`src/design/gea_pkg.sv`:
```
/*
  Shared constants for the event-arming and buffered-transfer block:
  condition indices, reset values, widths and transfer states.
  Assumes nothing of its surroundings; imported whole by every module.
*/
`default_nettype none
package gea_pkg;

  // condition indices within the arm set and pending vector
  localparam int EV_N = 9;
  localparam int EV_SRQ = 0;
  localparam int EV_GAIN = 1;
  localparam int EV_CTRL = 2;
  localparam int EV_TRIG = 3;
  localparam int EV_CLR = 4;
  localparam int EV_TALK = 5;
  localparam int EV_LSTN = 6;
  localparam int EV_IDLE = 7;
  localparam int EV_CHG = 8;

  // values after reset
  localparam logic [EV_N-1:0] ARM_RST = 9'h000;
  localparam logic [EV_N-1:0] PEND_RST = 9'h000;
  localparam logic EMUL_RST = 1'b0;
  localparam logic DIR_RST = 1'b0;

  // default data path shape
  localparam int BYTE_W = 8;
  localparam int FIFO_DEPTH = 16;
  localparam int ADDR_W = 20;

  typedef enum logic [0:0] {
    GEA_XF_IDLE = 1'b0,
    GEA_XF_MOVE = 1'b1
  } gea_xf_e;

endpackage
`default_nettype wire

```
`src/design/gea_addr_if.sv`:
```
/*
  Carrier between the transfer control and the buffer address generator.
  Assumes both ends run on the same clock.
*/
`timescale 1ns/1ns
`default_nettype none
interface gea_addr_if #(
  parameter int AW = 20
);
  logic load;
  logic [AW-1:0] start;
  logic dec;
  logic step;
  logic [AW-1:0] addr;

  modport ctl (output load, output start, output dec, output step,
               input addr);
  modport gen (input load, input start, input dec, input step,
               output addr);
endinterface
`default_nettype wire

```
`src/design/gea_fifo.sv`:
```
/*
  Byte FIFO between the bus side and the buffer memory side.
  Assumes one clock, synchronous reset, valid/ready on both sides.
*/
`timescale 1ns/1ns
`default_nettype none
module gea_fifo
  import gea_pkg::*;
#(
  parameter int W = 8,
  parameter int DEPTH = 16
) (
  // clock and reset
  input wire logic clk_i,
  input wire logic rst_i,
  // fill side
  input wire logic in_valid_i,
  output logic in_ready_o,
  input wire logic [W-1:0] in_data_i,
  // drain side
  output logic out_valid_o,
  input wire logic out_ready_i,
  output logic [W-1:0] out_data_o
);
  localparam int PW = $clog2(DEPTH);

  logic [W-1:0] mem [DEPTH];
  logic [PW-1:0] wr_ptr;
  logic [PW-1:0] rd_ptr;
  logic [PW:0] count;
  logic push;
  logic pop;

  assign in_ready_o = (count != (PW+1)'(DEPTH));
  assign out_valid_o = (count != '0);
  assign push = in_valid_i && in_ready_o;
  assign pop = out_valid_o && out_ready_i;
  assign out_data_o = mem[rd_ptr];

  always_ff @(posedge clk_i) begin
    if (push) begin
      mem[wr_ptr] <= in_data_i;
    end
  end

  always_ff @(posedge clk_i) begin
    if (rst_i) begin
      wr_ptr <= '0;
      rd_ptr <= '0;
      count <= '0;
    end else begin
      if (push) begin
        wr_ptr <= (wr_ptr == PW'(DEPTH-1)) ? '0 : wr_ptr + 1'b1;
      end
      if (pop) begin
        rd_ptr <= (rd_ptr == PW'(DEPTH-1)) ? '0 : rd_ptr + 1'b1;
      end
      if (push && !pop) begin
        count <= count + 1'b1;
      end else if (pop && !push) begin
        count <= count - 1'b1;
      end
    end
  end
endmodule
`default_nettype wire

```
`src/design/gea_addr_gen.sv`:
```
/*
  Buffer memory address generator: loads a start address and steps it
  up or down by one per byte moved.
  Assumes load and step never come in the same cycle.
*/
`timescale 1ns/1ns
`default_nettype none
module gea_addr_gen
  import gea_pkg::*;
#(
  parameter int AW = 20
) (
  // clock and reset
  input wire logic clk_i,
  input wire logic rst_i,
  // control from the transfer logic
  gea_addr_if.gen a
);
  always_ff @(posedge clk_i) begin
    if (rst_i) begin
      a.addr <= '0;
    end else if (a.load) begin
      a.addr <= a.start;
    end else if (a.step) begin
      a.addr <= a.dec ? a.addr - 1'b1 : a.addr + 1'b1;
    end
  end
endmodule
`default_nettype wire

```
`src/design/gea_event_arm.sv`:
```
/*
  Event arming and buffer direction for a bus interface board: armed
  bus and role conditions latch sticky pending flags that raise one
  host attention status; bytes of a buffered transfer pass a FIFO and
  are written to an address that steps up or down per byte.
  Assumes the bus engine gives role, addressing and command events as
  synchronous levels and pulses, and the host strobes its settings.
*/
// Summary of operation
// - any mix of conditions may be armed, each raising attention alone
// - armed service request condition fires when the request bit sets
// - armed gained-control condition fires on becoming active controller
// - armed became-controller fires on peripheral to controller move
// - armed trigger fires on group trigger received as peripheral
// - armed clear fires on device clear received as peripheral
// - armed talk fires on being addressed as talker, as peripheral
// - armed listen fires on being addressed as listener, as peripheral
// - armed idle fires on being unaddressed as talker and listener, as peripheral
// - armed any-change fires on every address status transition
// - any-change covers gained control, controller, talk, listen, idle
// - role conditions fire only while the address change bit is set
// - attention status is disabled after reset until configured on
// - increment direction adds one to the address per byte moved
// - decrement direction subtracts one from the address per byte
// - as peripheral, drive service request line while request bit set
`timescale 1ns/1ns
`default_nettype none
module gea_event_arm
  import gea_pkg::*;
#(
  parameter int DW = BYTE_W,
  parameter int DEPTH = FIFO_DEPTH,
  parameter int AW = ADDR_W
) (
  // clock and reset
  input wire logic clk_i,
  input wire logic rst_i,
  // configuration
  input wire logic cfg_load_i,
  input wire logic cfg_emul_i,
  input wire logic arm_load_i,
  input wire logic [EV_N-1:0] arm_set_i,
  input wire logic dir_load_i,
  input wire logic dir_dec_i,
  // acknowledge of pending flags
  input wire logic [EV_N-1:0] ack_i,
  // role and addressing state from the bus engine
  input wire logic srq_bit_i,
  input wire logic rsv_i,
  input wire logic is_ctrl_i,
  input wire logic talk_i,
  input wire logic listen_i,
  input wire logic addr_chg_i,
  input wire logic trig_cmd_i,
  input wire logic clr_cmd_i,
  // host attention and status
  output logic attn_o,
  output logic [EV_N-1:0] pend_o,
  output logic [EV_N-1:0] arm_o,
  output logic emul_o,
  output logic dir_dec_o,
  // bus service request line, open drain
  output logic srq_o,
  output logic srq_oe_o,
  // transfer control
  input wire logic xfer_start_i,
  input wire logic [AW-1:0] start_addr_i,
  input wire logic xfer_stop_i,
  output logic busy_o,
  // bytes in from the bus side
  input wire logic byte_valid_i,
  output logic byte_ready_o,
  input wire logic [DW-1:0] byte_i,
  // bytes out to buffer memory
  output logic mem_valid_o,
  input wire logic mem_ready_i,
  output logic [DW-1:0] mem_data_o,
  output logic [AW-1:0] mem_addr_o
);

  logic [EV_N-1:0] arm_mask;
  logic [EV_N-1:0] pend;
  logic [EV_N-1:0] raw_ev;
  logic [EV_N-1:0] set_ev;
  logic [EV_N-1:0] next_pend;
  logic emul_en;
  logic dir_dec;
  logic srq_prev;
  logic ctrl_prev;
  logic talk_prev;
  logic lstn_prev;
  logic idle_prev;
  logic is_periph;
  logic idle_now;
  logic srq_drive;
  gea_xf_e state;
  gea_xf_e next_state;
  logic fifo_valid;
  logic fifo_ready;
  logic moved;

  gea_addr_if #(.AW(AW)) aif ();

  assign is_periph = !is_ctrl_i;
  assign idle_now = !talk_i && !listen_i;

  always_ff @(posedge clk_i) begin
    if (rst_i) begin
      emul_en <= EMUL_RST;
    end else if (cfg_load_i) begin
      emul_en <= cfg_emul_i;
    end
  end

  always_ff @(posedge clk_i) begin
    if (rst_i) begin
      arm_mask <= ARM_RST;
    end else if (arm_load_i) begin
      arm_mask <= arm_set_i;
    end
  end

  always_ff @(posedge clk_i) begin
    if (rst_i) begin
      dir_dec <= DIR_RST;
    end else if (dir_load_i) begin
      dir_dec <= dir_dec_i;
    end
  end

  // edge history; idle starts at its own level so reset is no idle edge
  always_ff @(posedge clk_i) begin
    if (rst_i) begin
      srq_prev <= 1'b0;
      ctrl_prev <= 1'b0;
      talk_prev <= 1'b0;
      lstn_prev <= 1'b0;
      idle_prev <= 1'b1;
    end else begin
      srq_prev <= srq_bit_i;
      ctrl_prev <= is_ctrl_i;
      talk_prev <= talk_i;
      lstn_prev <= listen_i;
      idle_prev <= idle_now;
    end
  end

  always_comb begin
    raw_ev = '0;
    raw_ev[EV_SRQ] = srq_bit_i && !srq_prev;
    // role edges gated by change bit
    raw_ev[EV_GAIN] = is_ctrl_i && !ctrl_prev && addr_chg_i;
    raw_ev[EV_CTRL] = is_ctrl_i && !ctrl_prev && addr_chg_i;
    raw_ev[EV_TRIG] = trig_cmd_i && is_periph;
    raw_ev[EV_CLR] = clr_cmd_i && is_periph;
    raw_ev[EV_TALK] = talk_i && !talk_prev && is_periph && addr_chg_i;
    raw_ev[EV_LSTN] = listen_i && !lstn_prev && is_periph && addr_chg_i;
    raw_ev[EV_IDLE] = idle_now && !idle_prev && is_periph && addr_chg_i;
    raw_ev[EV_CHG] = addr_chg_i && ((is_ctrl_i != ctrl_prev) ||
                     (talk_i != talk_prev) || (listen_i != lstn_prev));
  end

  assign set_ev = raw_ev & arm_mask & {EV_N{emul_en}};

  assign next_pend = (pend & ~ack_i) | set_ev;

  always_ff @(posedge clk_i) begin
    if (rst_i) begin
      pend <= PEND_RST;
    end else begin
      pend <= next_pend;
    end
  end

  assign attn_o = emul_en && (pend != '0);
  assign pend_o = pend;
  assign arm_o = arm_mask;
  assign emul_o = emul_en;
  assign dir_dec_o = dir_dec;

  // pull line low while requesting as peripheral
  always_ff @(posedge clk_i) begin
    if (rst_i) begin
      srq_drive <= 1'b0;
    end else begin
      srq_drive <= rsv_i && is_periph;
    end
  end

  assign srq_o = 1'b0;
  assign srq_oe_o = srq_drive;

  // transfer sequencing
  always_comb begin
    next_state = state;
    case (state)
      GEA_XF_IDLE: begin
        if (xfer_start_i) begin
          next_state = GEA_XF_MOVE;
        end
      end
      GEA_XF_MOVE: begin
        if (xfer_stop_i) begin
          next_state = GEA_XF_IDLE;
        end
      end
      default: begin
        next_state = GEA_XF_IDLE;
      end
    endcase
  end

  always_ff @(posedge clk_i) begin
    if (rst_i) begin
      state <= GEA_XF_IDLE;
    end else begin
      state <= next_state;
    end
  end

  // start address taken as given, no range check
  assign aif.load = (state == GEA_XF_IDLE) && xfer_start_i;
  assign aif.start = start_addr_i;
  assign aif.dec = dir_dec;
  assign aif.step = moved;

  // bytes queue while idle, so the bus side may run ahead of the memory
  assign mem_valid_o = (state == GEA_XF_MOVE) && fifo_valid;
  assign fifo_ready = (state == GEA_XF_MOVE) && mem_ready_i;
  assign moved = mem_valid_o && mem_ready_i;
  assign mem_addr_o = aif.addr;
  assign busy_o = (state == GEA_XF_MOVE);

  gea_fifo #(
    .W(DW),
    .DEPTH(DEPTH)
  ) u_fifo (
    .clk_i(clk_i),
    .rst_i(rst_i),
    .in_valid_i(byte_valid_i),
    .in_ready_o(byte_ready_o),
    .in_data_i(byte_i),
    .out_valid_o(fifo_valid),
    .out_ready_i(fifo_ready),
    .out_data_o(mem_data_o)
  );

  gea_addr_gen #(
    .AW(AW)
  ) u_addr (
    .clk_i(clk_i),
    .rst_i(rst_i),
    .a(aif.gen)
  );
endmodule
`default_nettype wire

```
`config.mk`:
```
export PLATFORM = sky130hd
export DESIGN_NAME = gea_event_arm
export DESIGN_NICKNAME = d
export VERILOG_FILES = /design/src/design/gea_pkg.sv /design/src/design/gea_addr_if.sv /design/src/design/gea_fifo.sv /design/src/design/gea_addr_gen.sv /design/src/design/gea_event_arm.sv
export SDC_FILE = /design/constraint.sdc
export NUM_CORES = 1
export LEC_CHECK = 0
export BUFFER_PORTS_ARGS = -buffer_cell sky130_fd_sc_hd__buf_2
export CORE_MARGIN = 2
export CORE_UTILIZATION = 45
export CTS_BUF_LIST = sky130_fd_sc_hd__clkbuf_4 sky130_fd_sc_hd__clkbuf_8 sky130_fd_sc_hd__clkbuf_16
export CTS_CLUSTER_SIZE = 16
export DETAILED_ROUTE_END_ITERATION = 8
export GPL_TIMING_DRIVEN = 0
export PLACE_DENSITY = 0.76
export RECOVER_POWER = 25
export SLEW_MARGIN = 20
export SYNTH_ARGS = -nofsm -noshare
export SYNTH_HDL_FRONTEND = slang
export SYNTH_SLANG_ARGS = --single-unit
```
`constraint.sdc`:
```
create_clock -name clk_i -period 4.35 [get_ports clk_i]
set_input_delay 0.87 -clock clk_i [delete_from_list [all_inputs] [get_ports clk_i]]
set_output_delay 0.87 -clock clk_i [all_outputs]
set_load 0.005 [all_outputs]
```
== After elaboration in Yosys (flattened, before gate mapping) ==
Memories as Yosys holds them, arrays and structs flattened. A register that Yosys moved wholly into a read port is not among the register bits.
Cells that the tools add are included.
Widths: inputs -> output; s select.
Word-level totals
  bits in registers: 60
  RAM bits: 128
  bits of input ports: 65
  output and inout port bits: 54
  word-level logic and storage cells: 90
  memories kept: 1
Cells by class
  add/subtract/negate cells: 6
  eq/ne operators: 6
  muxes and demuxes: 14
  bitwise operators: 6
  reductions and logical operators: 42
Memory list
  u_fifo.mem: depth 16, bits a word 8, rd ports 1, clocked after memory_dff 1, write ports 1, line gea_fifo.sv:27  | logic [W-1:0] mem [DEPTH];
Operators with widths (number)
  $mux 20: 3
  $and 9x9->9: 3
  $logic_and 1x1->1: 26
  $add 20x1->20 const B: 1
  $sub 20x1->20 const B: 1
  $mux 4: 4
  $logic_not 1->1: 10
  $mux 5: 2
  $not 9->9: 1
  $or 9x9->9: 1
  $reduce_bool 9->1: 1
  $add 4x1->4 const B: 2
  $eq 4x4->1 const B: 2
  $add 5x1->5 const B: 1
  $ne 5x5->1 const B: 1
  $reduce_bool 5->1: 1
  $sub 5x1->5 const B: 1
  $mux 1: 4
  $reduce_bool 2->1: 2
  $ne 1x1->1: 3
  $logic_or 1x1->1: 2
  $pmux 1 s2: 1
  $not 1->1: 1

== Depth between registers and ports, before layout ==
Gate-level depths: netlist of run 1.
  depth in word-level cells: 8
  mapped depth: 13
  depth with buffers taken out: 12

== By module ==
Synthesis of run 1 repeated with hierarchy kept, for this count alone.
Second synthesis, totals
  cell total of the unflattened synthesis: 654
  area, all modules: 8645.8 µm²
By module, submodules not included
  gea_fifo: instances 1, cells an instance 308, area each 5760.5 µm², sequential area each 4184.0 µm²
  gea_addr_gen: instances 1, cells an instance 237, area each 1833.0 µm², sequential area each 400.4 µm²
  gea_event_arm: instances 1, cells an instance 109, area each 1052.3 µm², sequential area each 540.5 µm²

== Least setup slack after synthesis of run 1 ==
Ideal clock, no wire load.
  path type: register -> register
  from: reg u_fifo.count[0]
  to: reg u_fifo.count[4]
  library setup time: 71 ps
  data arrival time: 2949 ps
  data required time: 4279 ps
  path slack: 1330 ps
  cell stages (with the launch flop): 13
  buffers on the path: 1
  period minus slack after synthesis: 3020 ps
  cell sequence: dfxtp_1 or4_1 o211a_4 inv_2 buf_4 ha_1 inv_1 fa_1 a21o_1 a21oi_1 xnor2_1 or3_1 a21oi_1
Between the ends
  cells in the longest elaborated chain, start to end: 5
  elaborated cells on any way between the ends: 13
  those cells by class: add/sub (2); eq/ne (1); mux (2); reduce/logical (8)
Ends and longest elaborated chain
  start: declaration: line gea_fifo.sv:30  | logic [PW:0] count;
  start signal: assignment: line gea_fifo.sv:59  | count <= count + 1'b1;
  start signal: assignment: line gea_fifo.sv:61  | count <= count - 1'b1;
  branches (longest 5 deep; another with $sub 5x1->5)
Several ways; the timed one is not identified. The select of a mux whose other input is x is not followed.
A chain may end at the register's enable or synchronous reset.

==> impl_metrics.toml, run 1 <==
[place]
portBuffers = 115
gp_congestion = 0.8095
pre_cts_ws_ps = 1014
dp_hpwl_um = 13150

[synth]
yosysWarnings = 0
synth_seq_cells = 192
syn_inst = 643
ys_async_sr_fraction_pct = 0
syn_area_um2 = 8596
synth_top_area_share_pct = 44.72
syn_nets = 740
synth_largest_area_cell = "edfxtp_1"
synth_top_family_by_area = "multiplexers"
synth-compound-area-share_pct = 9.170
synth_cell_types = 63
synth-xor-area-share_pct = 1.528
synth.avg_cell_area_um2 = 13.37
synthMuxAreaShare_pct = 12.24
synth_edf_count = 128
synth-simple-area-share_pct = 10.13
synthTopCellsByCount = "128 x edfxtp_1, 68 x nor2_1, 64 x dfxtp_1, 50 x nand2_1, 40 x mux4_2"
yosysMostFrequentCell = "edfxtp_1"
synthAdderAreaFrac_pct = 4.833
yosysSeqAreaShare_pct = 59.62
synth_ff_type = "edfxtp_1"
synth_area_leaders = "edfxtp_1 45%, dfxtp_1 15%, mux4_2 10%"

[sta]
hold_violations = 0
finalMaxSlewViolations = 0
hold_ws_ps = 489.2
rsz0062_at_grt = "false"
fin_crit_ps = 3496
fin_skew_ps = 13.63
timing.fmax_mhz = 286.0
tns_ps = 0
relSlewSlack_pct = 33.91
setup_ws_ps = 853.6
tightest_slew_ps = 990.0
period_share_pct = 80.38
setup_viol = 0

[routing]
drc = 0
ant_nets = 0
wl_per_cell_um = 18.32
first_pass_iters = 4
num_vias = 5735
drt_iter0_drc = 322
vias_per_cell = 5.601
routed_wl_um = 18760

[setup_path]
endpoint_kind = "output port"
worst_setup_path_start_kind = "flip-flop"
crit_required_ps = 3480
critical_path_arrival_ps = 2630
critPathKind = "reg -> out"
worst-path-max-fanout = 10
r2r-start = "u_fifo.count[0]"
reg2reg_depth = 12

[flow_run]
drv_cap = 0

[floorplanning]
io_pins = 119
core_um2 = 18710
fp.dieW_um = 142.2
die_h_um = 142.2
fp-row-count = 50
start_util_pct = 45.95
die-area_um2 = 20220

[cts]
cts.sink_count = 192
cts_hold_buffers = 0
cts.htree.levels = 4
root_buffer = "clkbuf_16"
cts_tree = "built"
path_clk_slew_ps = 70
clk_path_buf_depth = 2
post_cts_resize_count = 0
clkLatencyLatePin_ps = 440
cts_setup_buffers = 0
numCtsBuffers = 17

[grt]
groute.layer.met3.usage_pct = 4.542
grt_overflow = 0
use_met1_pct = 24.85
first_global_vias = 5684
grt_pass1_wl_um = 29860
grt_max_degree = 24
grt_usage_pct = 19.38
busiest_layer = "met2"
antenna_found_initial = 0
met2_usage_pct = 32.93

[power_and_ir_drop]
power_mw = 4.409
powerDensity_nw_per_um2 = 437.9
peakVddDrop_uv = 280.3
power.leakage_nw = 3.751

[cells_and_area]
fill_cells = 1520
syn_to_final_growth_pct = 17.13
ff_latch_area_um2 = 5125
multi_input_area_um2 = 3282
nets = 874
final_util_pct = 53.83
drive_gt1_share_pct = 26.58
antenna_cells = 0

[outcome]
status = "finished, final reports clean"

[min_path]
min_path_type = "reg -> reg"
hp-start = "pend_o[0]"
holdPathStages = 2
layer usage:
metal	vias up	wire length, um
met2	204	9291
li1	2722	-
met1	2783	7907
met5	-	0
met4	0	306
met3	26	1252
worst max-delay path, cell delays in order (launching register included):
cell      delay (ps)
dfxtp_1          310
clkbuf_1         250
buf_2            400
mux4_2           580
mux4_2           510
buf_2            150
report_power, final:
part	leakage [nW]	total [mW]	internal, mW	switching, mW
logic	1.77	0.737	0.334	0.403
registers	1.68	2.11	2.04	0.0700
clock network	0.297	1.57	0.821	0.746
cell usage in the layout, fill, tap and decap left out, types with 10 or more instances in the layout:
master and n:
a21oi_1 36, inv_1 12, buf_2 113, o21ai_0 14, dfxtp_1 64, a21o_1 12
a311oi_1 10, nor2_1 68, edfxtp_1 128, ha_1 30, clkbuf_16 17, mux4_2 40
nand2_1 50, mux2i_1 14, nor3_1 14, clkbuf_1 25
logic make-up (layout without fill, tap and decap cells):
kind of cell,Yosys count,after routing
muxes,55,55
xor gates and xnor gates,15,15
AOI/OAI and AO/OA,112,112
DFF,192,192
and+or+nand+nor,188,188
buffers and inverters,48,195
adders and majority gates,32,32
other,1,1
state kept, by name, indices dropped and copies added, names as in the netlist, 4 cells and up, named ones only:
signal / cells
arm_o: 9
pend_o: 9
u_addr.a.addr: 20
u_fifo.count: 5
u_fifo.mem: 128
u_fifo.rd_ptr: 4
u_fifo.wr_ptr: 4
path summary, 6_finish.rpt:
kind                     end  slack (ps)
max            mem_data_o[1]         850
min                pend_o[0]         490
max reg2reg  u_fifo.count[4]        1020
min reg2reg        pend_o[0]         490
layout make-up:
cell class | instances | area share (%)
clock buffer | 17 | 4.225
tap | 234 | 2.908
clock inverter | 15 | 1.678
buffer | 35 | 1.591
sequential | 192 | 50.90
inverter | 13 | 0.4847
multi-input combinational | 403 | 32.60
timing repair buffer | 115 | 5.617
per-stage QoR:
stage / std cells / instance area [um^2]
5_1_grt: 1024 / 10070
6_report: 1024 / 10070
4_1_cts: 1024 / 10080
3_3_place_gp: 992 / 9464
3_5_place_dp: 992 / 9484
2_1_floorplan: 643 / 8596
(Power assumes the default switching activity.)
==> run 2: changes to the inputs <==
ABC_AREA = 1   (was not set)
clock period = 3.35 ns   (was 4.35 ns; I/O delays follow)
==> run 2 against run 1 <==
Wire length rose by 21%. Global-route usage up 2.1 points. Total power rose by 29%. Highest routed layer unchanged. Worst setup slack lost 480 ps. Largest power group unchanged. Critical path type unchanged. Critical path depth rose by 3.
==> impl_metrics.toml, run 2 <==
[sta]
finalMaxSlewViolations = 0
hold_violations = 0
fin_skew_ps = 7.818
relSlewSlack_pct = 31.27
tightest_slew_ps = 1027
rsz0062_at_grt = "false"
setup_viol = 0
fin_crit_ps = 2975
period_share_pct = 88.81
timing.fmax_mhz = 336.1
tns_ps = 0

[setup_path]
crit_family = "buffers and inverters"
crit_path_max_incr_delay_ps = 570
critPathSlowestCell = "buf_1"
worst_setup_path_start_kind = "flip-flop"
critical_path_arrival_ps = 2310
worstPathCellList = "clkbuf_1 -> buf_1 -> a21oi_1 -> o21ai_0 -> o211ai_1 -> o211ai_1 -> nand2_1 -> buf_2"
critPathBufInv = 3
worst-path-max-fanout = 10
cp_common_cell = "o211ai_1"
critPathKind = "reg -> out"
crit_required_ps = 2680
endpoint_kind = "output port"

[place]
gp_congestion = 0.8977
portBuffers = 116
dp_hpwl_um = 16100

[cells_and_area]
drive_gt1_share_pct = 16.62
final_common_cell = "nand2_1"
top_regs = "u_fifo.mem (128), u_addr.a.addr (20)"
final_cell_mix = "143 x nand2_1, 128 x edfxtp_1, 116 x buf_2"
nets = 1179
largest_register_ffs = 128
final_util_pct = 53.15
syn_to_final_growth_pct = 16.67
antenna_cells = 0
top_register = "u_fifo.mem"

[power_and_ir_drop]
peakVddDrop_uv = 396.0
powerDensity_nw_per_um2 = 535.4
switchingPower_mw = 1.648
swShare_pct = 28.91
p_seq_share_pct = 47.3
clockPowerShare_pct = 36.5
p_int_mw = 4.053
pwr-share-comb_pct = 16.1
power.leakage_nw = 4.427

[synth]
synth.avg_cell_area_um2 = 9.640
syn_inst = 947
syn_area_um2 = 9129
synth_edf_count = 128
synth_seq_cells = 192
synthTopCellsByCount = "143 x nand2_1, 128 x edfxtp_1, 115 x inv_1, 100 x nor2_1, 77 x a21oi_1"
yosysSeqAreaShare_pct = 56.14
synth_top_area_share_pct = 42.11
synth_cell_types = 44
yosysMostFrequentCell = "nand2_1"
ys_async_sr_fraction_pct = 0
synth_largest_area_cell = "edfxtp_1"
synth_area_leaders = "edfxtp_1 42%, dfxtp_1 14%, nand2_1 5.9%"
syn_nets = 1044
yosysWarnings = 0
synth_ff_type = "edfxtp_1"

[grt]
grt_usage_pct = 21.48
grt_max_degree = 22
antenna_found_initial = 0
first_global_vias = 6901
grt_pass1_wl_um = 35770
grt_overflow = 0

[min_path]
min_path_type = "in -> reg"

[routing]
drt_iter0_drc = 484
wl_per_cell_um = 16.57
drc = 0
routed_wl_um = 22620
ant_nets = 0
vias_per_cell = 5.254
first_pass_iters = 5
num_vias = 7172

[cts]
clk_path_buf_depth = 2
cts.sink_count = 192
root_buffer = "clkbuf_16"
post_cts_resize_count = 0
clkLatencyLatePin_ps = 440
cts_hold_buffers = 0
cts_tree = "built"
cts.htree.levels = 4
numCtsBuffers = 17
path_clk_slew_ps = 80
cts_setup_buffers = 0

[floorplanning]
core_um2 = 20040
start_util_pct = 45.55
fp.dieW_um = 146.4
fp-row-count = 52
die_h_um = 146.4
die-area_um2 = 21440
io_pins = 119

[flow_run]
drv_cap = 0

[outcome]
status = "finished, final reports clean"
[run 2: cell types whose count changed after synthesis, moves of 29 or more]
| cell | previous run | this run |
|---|---|---|
| inv_1 | 12 | 115 |
| nand2_1 | 50 | 143 |
| o21ai_0 | 14 | 75 |
| a21oi_1 | 36 | 77 |
| mux4_2 | 40 | 0 |
| nand3_1 | 7 | 45 |
| nor2_1 | 68 | 100 |
| o211ai_1 | 3 | 32 |
[run 2: worst register-to-register path, stage by stage (launching register included)]
cell,delay [ps]
dfxtp_1,920
inv_1,280
fa_1,530
inv_1,130
nand3_1,80
nand3_1,130
nand2_1,70
nand2_1,140
nand2_1,100
nand3_1,80
nand3_1,90
nand2_1,110
a21oi_2,50
[run 2: layout make-up]
cell class,instances,area (um^2)
timing repair buffer,116,573.1
clock buffer,17,425.4
clock inverter,15,185.2
sequential,192,5125
fill,1786,9389
inverter,120,455.4
multi-input combinational,599,3364
tap,270,337.8
buffer,36,183.9
[run 2: power groups by stage]
stage / Clock, mW / Sequential (mW) / Combinational, mW
finish: 2.08 / 2.70 / 0.919
detailed placement: 0 / 2.75 / 0.906
CTS: 2.10 / 2.70 / 0.915
global route: 2.20 / 2.71 / 1.03
floorplan: 0 / 2.74 / 0.599
global placement: 0 / 2.75 / 0.880
[run 2: path summary, 6_finish.rpt]
| kind | slack (ps) | start | depth (start not counted) | endpoint |
|---|---|---|---|---|
| worst max-delay path | 370 | flip-flop | 8 | mem_data_o[3] |
| worst min-delay path | 410 | is_ctrl_i | 2 | srq_oe_o |
| worst max register to register | 510 | dir_dec_o | 12 | u_addr.a.addr[12] |
| worst min register to register | 490 | arm_o[0] | 2 | pend_o[0] |
[run 2: cells by family (layout without fill, tap and decap cells)]
group | count (synthesis) | after routing | synth area share, %
AND/OR/NAND/NOR | 313 | 313 | 14.47
AO/OA/AOI/OAI | 208 | 208 | 13.03
flip-flops | 192 | 192 | 56.14
buffers and inverters | 156 | 304 | 7.004
adder cells (fa/ha/maj) | 32 | 32 | 4.550
multiplexers | 32 | 32 | 3.509
XOR/XNOR | 13 | 13 | 1.247
other | 1 | 1 | 0.04108
[run 2: layer usage]
layer / up-vias / track usage (%) / wire, um / part of all wire, %
met5: - / 0 / 0 / 0
met4: 0 / 9.029 / 680 / 3.0
met3: 51 / 5.094 / 1834 / 8.1
met2: 321 / 35.47 / 10820 / 48
met1: 3307 / 27.25 / 9285 / 41
li1: 3493 / - / - / -
[run 2: through the flow]
step / cell area [um^2] / worst slack (ps) / hold slack [ps] / std cells / total power [mW]
6_report: 10650 / 374.8 / 413.2 / 1365 / 5.702
5_1_grt: 10650 / 206.1 / 420.2 / 1365 / 5.931
4_1_cts: 10660 / 422.8 / 399.3 / 1365 / 5.715
3_5_place_dp: 10050 / 551.5 / 471.2 / 1333 / 3.656
3_3_place_gp: 10050 / 572.9 / 472.3 / 1333 / 3.630
2_1_floorplan: 9129 / 923.8 / 446.9 / 947 / 3.336
==> run 3: changes to the inputs <==
GPL_TIMING_DRIVEN = not set   (was 0)
==> run 3 against run 2 <==
Clock skew rose by 9.3 ps. Sequential share of layout area rose by 0.40 points. Cell count fell by 1.8%. Critical endpoint is now mem_data_o[1]. Largest cell class unchanged. Highest routed layer unchanged.
==> impl_metrics.toml, run 3 (synthesis results as in run 2) <==
[outcome]
status = "finished, final reports clean"

[cells_and_area]
top_regs = "u_fifo.mem (128), u_addr.a.addr (20)"
top_register = "u_fifo.mem"
layout.cells.non_filler = 1340
largest_register_ffs = 128
final_cell_mix = "143 x nand2_1, 128 x edfxtp_1, 115 x inv_1"
syn_to_final_growth_pct = 15.79
final_common_cell = "nand2_1"
nets = 1153
drive_gt1_share_pct = 16.93

[power_and_ir_drop]
power.leakage_nw = 4.388
powerDensity_nw_per_um2 = 532.3
peakVddDrop_uv = 403.0

[setup_path]
worst-path-max-fanout = 40
worstPathCellList = "buf_4 -> a21oi_1 -> o21ai_0 -> o211ai_1 -> nand3_1 -> nand2_1 -> buf_2"
critPathKind = "reg -> out"
crit_required_ps = 2680
critical_path_arrival_ps = 2220
crit_path_max_incr_delay_ps = 660
r2r-start = "u_fifo.count[0]"
critPathSlowestCell = "dfxtp_4"
worst_setup_path_start_kind = "flip-flop"
endpoint_kind = "output port"

[sta]
fin_crit_ps = 2890
relSlewSlack_pct = 35.09
setup_viol = 0
hold_violations = 0
timing.fmax_mhz = 346.0
period_share_pct = 86.26
fin_skew_ps = 17.15
tns_ps = 0
rsz0062_at_grt = "false"
tightest_slew_ps = 970.1
finalMaxSlewViolations = 0
setup_ws_ps = 460.2

[routing]
routed_wl_um = 20010
num_vias = 6834
vias_per_cell = 5.100
drc = 0
ant_nets = 0
wl_per_cell_um = 14.93
drt_iter0_drc = 455
first_pass_iters = 5

[floorplanning]
fp.dieW_um = 146.4
io_pins = 119
fp-row-count = 52
start_util_pct = 45.55
die_h_um = 146.4
core_um2 = 20040
die-area_um2 = 21440

[cts]
cts_setup_buffers = 0
cts.sink_count = 192
root_buffer = "clkbuf_16"
cts_hold_buffers = 0
post_cts_resize_count = 0
cts_tree = "built"
clkLatencyLatePin_ps = 440
cts.htree.levels = 4
numCtsBuffers = 17
clk_path_buf_depth = 2
path_clk_slew_ps = 70

[grt]
grt_max_degree = 41
grt_overflow = 0
use_met1_pct = 24.01
groute.layer.met3.usage_pct = 4.969
antenna_found_initial = 1
met2_usage_pct = 32.41
grt_pass1_wl_um = 32450
grt_usage_pct = 19.16
busiest_layer = "met2"
first_global_vias = 6503

[min_path]
min_path_type = "in -> reg"
hp-start = "is_ctrl_i"

[place]
dp.cells = 1307
gp_congestion = 0.8740
pre_cts_ws_ps = 691.4
dp_hpwl_um = 13940
portBuffers = 117

[flow_run]
drv_cap = 0
## run 3: per-layer routing
layer	part of all wire, %	wire length, um
met1	44	8827
met2	47	9434
met3	6.5	1294
met4	2.3	451
met5	0	0
## run 3: area by class of cell
cell class,instances,area (um^2)
antenna,1,2.502
clock buffer,17,425.4
clock inverter,15,197.7
fill,1812,9469
inverter,120,455.4
multi-input combinational,599,3364
sequential,192,5129
tap,270,337.8
timing repair buffer,126,658.1
## run 3: report_power, final
| group | switching (mW) | internal [mW] |
|---|---|---|
| sequential | 0.0882 | 2.62 |
| clock | 1.03 | 1.03 |
| combinational | 0.509 | 0.337 |
## run 3: worst paths after layout
path                                        end  slack (ps)  depth (start not counted)
worst max register to register  u_fifo.count[4]         710                         13
worst min-delay path                   srq_oe_o         430                          2
worst max-delay path              mem_data_o[1]         460                          7
worst min register to register  u_fifo.count[4]         490                          2
## run 3: per-stage QoR
stage          power (mW)  area (um^2)  utilization, %  hold WS, ps
3_3_place_gp        3.583         9952           49.66        468.8
3_5_place_dp        3.608         9952           49.66        471.0
5_1_grt             5.884        10570           52.73        415.7
4_1_cts             5.662        10580           52.77        408.9
2_1_floorplan       3.336         9129               -        446.9
6_report            5.626        10570           52.75        426.4
## run 3: critical path: cells and delay by family (launching register included)
kind                   cells  cell delay, ps
AO/OA/AOI/OAI              3             410
buffers and inverters      2             500
flip-flops                 1             660
AND/OR/NAND/NOR            2             200
